### src/rtl/sram_host_pkg.sv
// Timing constants for the asynchronous static memory host controller
// Assumes a 25 MHz core clock; all counts derived from ns figures
package sram_host_pkg;
  localparam int CLK_PERIOD_NS = 40;
  localparam int ADDR_W = 15;
  localparam int DATA_W = 8;
  // Fastest grade figures in ns
  localparam int READ_CYCLE_NS = 70;
  localparam int ADDR_TO_DATA_DELAY_NS = 70;
  localparam int GATE_TO_DATA_DELAY_NS = 35;
  localparam int UNGATE_FLOAT_DELAY_NS = 25;
  localparam int DESELECT_FLOAT_DELAY_NS = 25;
  localparam int WRITE_PULSE_MIN_NS = 55;
  localparam int SELECT_ACTIVE_MIN_NS = 65;
  localparam int ADDR_VALID_MIN_NS = 65;
  localparam int WRITE_DATA_SETUP_NS = 30;
  localparam int STROBE_RECOVERY_MIN_NS = 5;
  localparam int SELECT_RECOVERY_MIN_NS = 15;
  localparam int WRITE_CYCLE_NS = 70;
  function automatic int ceil_cycles(input int ns);
    int c;
    c = (ns + CLK_PERIOD_NS - 1) / CLK_PERIOD_NS;
    return (c < 1) ? 1 : c;
  endfunction
  // Read wait covers address access; sram_host adds the pin synchroniser slack
  localparam int READ_WAIT_CYC = ceil_cycles(ADDR_TO_DATA_DELAY_NS);
  localparam int WRITE_PULSE_CYC = ceil_cycles(WRITE_PULSE_MIN_NS);
  localparam int WRITE_SETUP_CYC = ceil_cycles(WRITE_DATA_SETUP_NS);
  localparam int FLOAT_CYC = ceil_cycles(UNGATE_FLOAT_DELAY_NS);
  localparam int RECOVERY_CYC = ceil_cycles(SELECT_RECOVERY_MIN_NS);
  localparam int CNT_W = 4;
endpackage

### src/rtl/sram_host.sv
// Host controller driving an asynchronous 32K x 8 static memory
// Assumes one request at a time; memory pins outside the clock domain
// Contract
// - Write strobe high through read
// - Address valid before select falls
// - Select held long before write end
// - Address held long before write end
// - Address settled at write start
// - Write strobe low at least pulse
// - Recovery after strobe rises
// - Recovery after select rises
// - Data driven before write ends
// - Data held through write end
// - Select high whenever address changes
// - Host never fights driving memory
`timescale 1ns/1ps
module sram_host #(
  parameter int ADDR_W = sram_host_pkg::ADDR_W,
  parameter int DATA_W = sram_host_pkg::DATA_W
) (
  input wire logic core_clk,
  input wire logic srst,
  input wire logic req_valid,
  input wire logic req_write,
  input wire logic [ADDR_W-1:0] req_addr,
  input wire logic [DATA_W-1:0] req_wdata,
  output logic req_ready,
  output logic rsp_valid,
  output logic [DATA_W-1:0] rsp_rdata,
  output logic [ADDR_W-1:0] mem_addr,
  output logic mem_select_n,
  output logic mem_gate_n,
  output logic mem_strobe_n,
  input wire logic [DATA_W-1:0] mem_data_in,
  output logic [DATA_W-1:0] mem_data_out,
  output logic mem_data_oe
);
  typedef enum logic [2:0] {
    ST_IDLE = 3'b000,
    ST_SETUP = 3'b001,
    ST_ACCESS = 3'b011,
    ST_FLOAT = 3'b010,
    ST_RECOVER = 3'b110
  } state_e;

  localparam logic [3:0] READ_WAIT = 4'(sram_host_pkg::READ_WAIT_CYC + 2);
  localparam logic [3:0] WRITE_PULSE = 4'(sram_host_pkg::WRITE_PULSE_CYC);
  localparam logic [3:0] FLOAT_WAIT = 4'(sram_host_pkg::FLOAT_CYC);
  localparam logic [3:0] RECOVER_WAIT = 4'(sram_host_pkg::RECOVERY_CYC);

  state_e state;
  state_e next_state;
  logic [3:0] cnt;
  logic [3:0] next_cnt;
  logic is_write;
  logic [DATA_W-1:0] data_sync;
  wire cnt_done = (cnt == 4'h0);
  wire start = (state == ST_IDLE) && req_valid;

  sram_pin_sync #(.WIDTH(DATA_W)) u_sync (
    .core_clk(core_clk),
    .srst(srst),
    .pin_in(mem_data_in),
    .pin_sync(data_sync)
  );

  always_comb begin
    next_state = state;
    next_cnt = cnt_done ? 4'h0 : cnt - 4'h1;
    case (state)
      ST_IDLE: begin
        if (req_valid) begin
          next_state = ST_SETUP;
          next_cnt = 4'h0;
        end
      end
      ST_SETUP: begin
        next_state = ST_ACCESS;
        next_cnt = is_write ? WRITE_PULSE - 4'h1 : READ_WAIT - 4'h1;
      end
      ST_ACCESS: begin
        if (cnt_done) begin
          next_state = ST_FLOAT;
          next_cnt = FLOAT_WAIT - 4'h1;
        end
      end
      ST_FLOAT: begin
        if (cnt_done) begin
          next_state = ST_RECOVER;
          next_cnt = RECOVER_WAIT - 4'h1;
        end
      end
      ST_RECOVER: begin
        if (cnt_done) begin
          next_state = ST_IDLE;
        end
      end
      default: next_state = ST_IDLE;
    endcase
  end

  always_ff @(posedge core_clk) begin
    if (srst) begin
      state <= ST_IDLE;
      cnt <= 4'h0;
    end else begin
      state <= next_state;
      cnt <= next_cnt;
    end
  end

  // Address latched in idle, before any strobe
  always_ff @(posedge core_clk) begin
    if (srst) begin
      mem_addr <= '0;
      mem_data_out <= '0;
      is_write <= 1'b0;
    end else if (start) begin
      mem_addr <= req_addr;
      mem_data_out <= req_wdata;
      is_write <= req_write;
    end
  end

  wire is_write_next = start ? req_write : is_write;
  // Select falls one cycle after address set
  // Select rises after float in reads, with the strobe in writes, then recovery
  wire next_select_n = !(next_state == ST_ACCESS
                         || (next_state == ST_FLOAT && !is_write_next));
  // Strobe held high in read cycles
  // Strobe low for full pulse count
  wire next_strobe_n = !(next_state == ST_ACCESS && is_write_next);
  // Gate low only in read access
  // Gate rises, float wait before next use
  wire next_gate_n = !(next_state == ST_ACCESS && !is_write_next);
  // Data driven from setup, before strobe
  // Data held one cycle past strobe rise
  // Host drives only with gate high
  wire next_oe = is_write_next && (next_state == ST_SETUP
                 || next_state == ST_ACCESS || next_state == ST_FLOAT);
  // Sample at access end after sync delay
  wire capture = (state == ST_ACCESS) && cnt_done && !is_write;

  always_ff @(posedge core_clk) begin
    if (srst) begin
      mem_select_n <= 1'b1;
      mem_strobe_n <= 1'b1;
      mem_gate_n <= 1'b1;
      mem_data_oe <= 1'b0;
      req_ready <= 1'b0;
      rsp_valid <= 1'b0;
      rsp_rdata <= '0;
    end else begin
      mem_select_n <= next_select_n;
      mem_strobe_n <= next_strobe_n;
      mem_gate_n <= next_gate_n;
      mem_data_oe <= next_oe;
      req_ready <= (next_state == ST_IDLE) && !start;
      rsp_valid <= capture || ((state == ST_RECOVER) && cnt_done && is_write);
      if (capture) begin
        rsp_rdata <= data_sync;
      end
    end
  end

  a_read_no_strobe: assert property (@(posedge core_clk) disable iff (srst)
    !mem_gate_n |-> mem_strobe_n) else $error("strobe low during read");
  a_no_contention: assert property (@(posedge core_clk) disable iff (srst)
    mem_data_oe |-> mem_gate_n) else $error("bus contention");
  a_addr_stable: assert property (@(posedge core_clk) disable iff (srst)
    !mem_select_n && !$past(mem_select_n) |-> $stable(mem_addr))
    else $error("address moved while selected");
  a_write_pulse: assert property (@(posedge core_clk) disable iff (srst)
    $fell(mem_strobe_n) |-> !mem_strobe_n [*2])
    else $error("write pulse too short");
  a_select_cover: assert property (@(posedge core_clk) disable iff (srst)
    !mem_strobe_n |-> !mem_select_n) else $error("strobe outside select");
  a_data_setup: assert property (@(posedge core_clk) disable iff (srst)
    $fell(mem_strobe_n) |-> $past(mem_data_oe)) else $error("data late");
  // Data held at strobe rise, unless reset cut the pulse
  a_data_hold: assert property (@(posedge core_clk) disable iff (srst)
    $rose(mem_strobe_n) && !$past(srst) |-> mem_data_oe) else $error("data hold lost");
  a_addr_setup: assert property (@(posedge core_clk) disable iff (srst)
    $fell(mem_select_n) |-> $stable(mem_addr)) else $error("addr at select");
  // Gate stays high a while after rising
  a_gate_float: assert property (@(posedge core_clk) disable iff (srst)
    $rose(mem_gate_n) |-> mem_gate_n [*2]) else $error("gate re-asserted");
  a_read_latency: assert property (@(posedge core_clk) disable iff (srst)
    $fell(mem_gate_n) |-> ##4 rsp_valid) else $error("read latency wrong");
  a_select_recovery: assert property (@(posedge core_clk) disable iff (srst)
    $rose(mem_select_n) |-> mem_select_n [*2]) else $error("select recovery short");
  a_write_addr_hold: assert property (@(posedge core_clk) disable iff (srst)
    !mem_strobe_n |-> $stable(mem_addr)) else $error("address moved in write");

  c_read: cover property (@(posedge core_clk) $fell(mem_gate_n));
  c_write: cover property (@(posedge core_clk) $fell(mem_strobe_n));
  c_back_to_back: cover property (@(posedge core_clk) rsp_valid ##[1:6] rsp_valid);
endmodule

### src/rtl/sram_pin_sync.sv
// Two-stage synchroniser for the data bus inputs
// Assumes pins asynchronous to core_clk
`timescale 1ns/1ps
module sram_pin_sync #(
  parameter int WIDTH = 8
) (
  input wire logic core_clk,
  input wire logic srst,
  input wire logic [WIDTH-1:0] pin_in,
  output logic [WIDTH-1:0] pin_sync
);
  logic [WIDTH-1:0] stage1;
  always_ff @(posedge core_clk) begin
    if (srst) begin
      stage1 <= '0;
      pin_sync <= '0;
    end else begin
      stage1 <= pin_in;
      pin_sync <= stage1;
    end
  end
endmodule

### config.mk
export PLATFORM = sky130hd
export DESIGN_NAME = sram_host
export DESIGN_NICKNAME = d
export VERILOG_FILES = /design/src/rtl/sram_host_pkg.sv /design/src/rtl/sram_host.sv /design/src/rtl/sram_pin_sync.sv
export SDC_FILE = /design/constraint.sdc
export NUM_CORES = 1
export LEC_CHECK = 0
export ABC_AREA = 1
export BUFFER_PORTS_ARGS = -buffer_cell sky130_fd_sc_hd__buf_4
export CORE_ASPECT_RATIO = 0.75
export CORE_UTILIZATION = 30
export DETAILED_ROUTE_END_ITERATION = 16
export PLACE_DENSITY = 0.61
export SLEW_MARGIN = 20
export SYNTH_ARGS = -nofsm -noshare
export SYNTH_HDL_FRONTEND = slang
export SYNTH_HIERARCHICAL = 1
export SYNTH_SLANG_ARGS = --single-unit
### constraint.sdc
create_clock -name core_clk -period 1.55 [get_ports core_clk]
set_clock_uncertainty 0.15 [all_clocks]
set_input_delay 0.0775 -clock core_clk [delete_from_list [all_inputs] [get_ports core_clk]]
set_output_delay 0.0775 -clock core_clk [all_outputs]
set_load 0.01 [all_outputs]
==> impl_metrics.json <==
{
  "clkLatencyLatePin_ps": 330,
  "cellPowerDensity_nw_per_um2": 1460,
  "hold_viol": 0,
  "die_w_um": 100,
  "leakagePower_uw": 0.00155,
  "final_area_um2": 3350,
  "rows": 26,
  "cp.arrival_ps": 1560,
  "async_flop_share": 0,
  "die_area_um2": 7580,
  "port_buffers": 71,
  "vdd_drop_max_uv": 514,
  "crit_path_max_fanout": 11,
  "crit_type": "reg -> reg",
  "drv_slew": 0,
  "max_slew_margin": 0.727,
  "synth_area_um2": 2170,
  "outcome": "complete, no violations",
  "ios": 72,
  "cts_htree_levels": 3,
  "holdWs_ps": 29.6,
  "start_kind": "flip-flop",
  "drv_cap": 0,
  "r2r_setup_slack_ps": 60,
  "antenna_found_initial": 0,
  "worst_pin_slew_ps": 408,
  "post-route-min-period_ps": 1490,
  "wl_per_cell_um": 10.3,
  "hold_path.class": "in -> reg",
  "route.detailed.drc": 0,
  "gp_congestion": 0.866,
  "dpl_cell_area_um2": 2790,
  "syn_area_per_cell_um2": 7.89,
  "clkTransAtPathRegs_ps": 70,
  "numCtsBuffers": 9,
  "synth_top_area_frac": 0.563,
  "setup_viol": 0,
  "core_area_um2": 6900,
  "drtIter0Drc": 73,
  "dieHeight_um": 75.6,
  "n_antenna_cell": 0,
  "fmax_ghz": 0.673,
  "fin_nets": 422,
  "grt_pass1_vias": 1759,
  "post_drt_via_cell_ratio": 4.01,
  "globalRouteOverflowTotal": 0,
  "ant_nets": 0,
  "synth_ff_type": "dfxtp_1",
  "ctsLongestPathBuffers": 2,
  "cts_tree": "yes",
  "dp_cells": 439,
  "ys_seq_area_frac": 0.563,
  "clockRootBuffer": "clkbuf_8",
  "rr_startpoint": "cnt[0]",
  "synth-seq-cells": 61,
  "firstDrtPassIters": 4,
  "syn-num-nets": 311,
  "syn_to_final_growth_pct": 54.4,
  "crit_path_end_kind": "flip-flop",
  "ys_warn_count": 6,
  "wirelength_mm": 5.04,
  "grt_max_degree": 24,
  "dp_hpwl_mm": 3.27,
  "synth_edf_count": 0,
  "grtUsageTotal": 0.134,
  "via_count": 1962,
  "synthTopCellsByArea": "dfxtp_1 (56%), nor2_1 (15%), inv_1 (5.9%)",
  "yosysUniqueCellTypes": 27,
  "crit_required_ps": 1620,
  "cts_sinks": 61,
  "hold_path.startpoint": "req_write",
  "start_util": 0.315,
  "post-route-period-util": 0.959,
  "setup_tns_ps": 0,
  "fin_cells": 489,
  "syn_inst": 275,
  "grt_first_pass_wirelength_mm": 7.66,
  "startpoint": "cnt[0]",
  "synth_top_area_cell": "dfxtp_1",
  "drive_gt1_frac": 0.284
}
[per-layer routing]
metal / part of all wire / track usage / vias to the layer above / wire length, um
met3: 0.052 / 0.0440 / 5 / 263
met4: 0.014 / 0.0821 / 0 / 71
li1: - / - / 1057 / -
met1: 0.47 / 0.164 / 852 / 2380
met2: 0.46 / 0.207 / 48 / 2330
met5: 0 / 0 / - / 0
[cell usage after synthesis, types with 2 or more instances]
master	n
o21ai_0	20
buf_6	2
buf_4	2
o22ai_1	2
nor2_1	85
nand3_1	9
o21ai_1	4
buf_2	2
nor2_4	2
inv_1	34
nand2_1	29
clkbuf_1	3
inv_2	3
nor2_2	4
dfxtp_1	61
a21oi_1	2
[where the power goes]
group	switching, uW	total [uW]	internal [uW]
Combinational	821	1500	683
Sequential	148	2000	1850
Clock	607	1390	779
[final timing paths]
kind | endpoint | cells past startpoint
max | rsp_rdata[4] | 8
max reg2reg | rsp_rdata[4] | 8
min | mem_strobe_n | 4
min reg2reg | u_sync/pin_sync[2] | 2
[state kept, by name, summed over array words and instances, names as in the netlist]
name	cells
mem_addr	15
mem_data_out	8
rsp_rdata	8
u_sync/pin_sync	8
u_sync/stage1	8
cnt	4
state	3
is_write	1
mem_data_oe	1
mem_gate_n	1
mem_select_n	1
mem_strobe_n	1
req_ready	1
rsp_valid	1
[through the flow]
stage / worst slack, ps / power, uW / util
after detailed placement: -0.518 / 3420 / 0.405
after global routing: -14.2 / 5230 / 0.486
after CTS: 4.20 / 4900 / 0.479
after floorplan: 163 / 2900 / -
after global placement: 68.7 / 3400 / 0.405
final: 63.6 / 4890 / 0.486
[cell usage in the layout (no fill, tap or decap), types with 2 or more instances in the layout]
cell type	synthesis	routed
dfxtp_1	61	61
inv_1	34	34
nor2_1	85	84
nor2_2	4	5
clkbuf_8	0	10
nand2_1	29	28
inv_2	3	2
o21ai_1	4	4
buf_4	2	79
o22ai_1	2	2
nor2_4	2	2
clkinv_2	0	2
a21oi_1	2	2
clkinvlp_4	0	3
nand3_1	9	9
dlygate4sd3_1	0	31
o21ai_0	20	20
[critical path: stages (launching register included)]
cell and delay, ps:
dfxtp_1 310, inv_1 70, ha_1 220, nand2_2 120, nor2_4 220, buf_12 150, nand2_1 50, nand2_1 50
nor2_1 50
[area by class of cell]
| class | instances | area [um^2] |
|---|---|---|
| clock inverters | 6 | 62.6 |
| well taps | 98 | 123 |
| multi-input cells | 165 | 737 |
| clock buffers | 10 | 138 |
| flip-flops and latches | 61 | 1220 |
| inverters | 38 | 145 |
| fillers | 690 | 3550 |
| repair buffers | 111 | 923 |
[kinds of logic after synthesis]
| kind of cell | synth area share |
|---|---|
| and+or+nand+nor | 0.255 |
| DFF | 0.563 |
| buffers and inverters | 0.102 |
| AOI/OAI and AO/OA | 0.0698 |
| xor gates and xnor gates | 0.00404 |
| adders and majority gates | 0.00577 |
[timing repair]
item                       CTS  global route
hold endpoints to repair    31             0
pin swaps                    1             1
resized for setup            0             5
buffers inserted             0             3
setup endpoints to repair    2            32
hold buffers                31             0
Note: power is estimated with default switching activity, not from simulation.
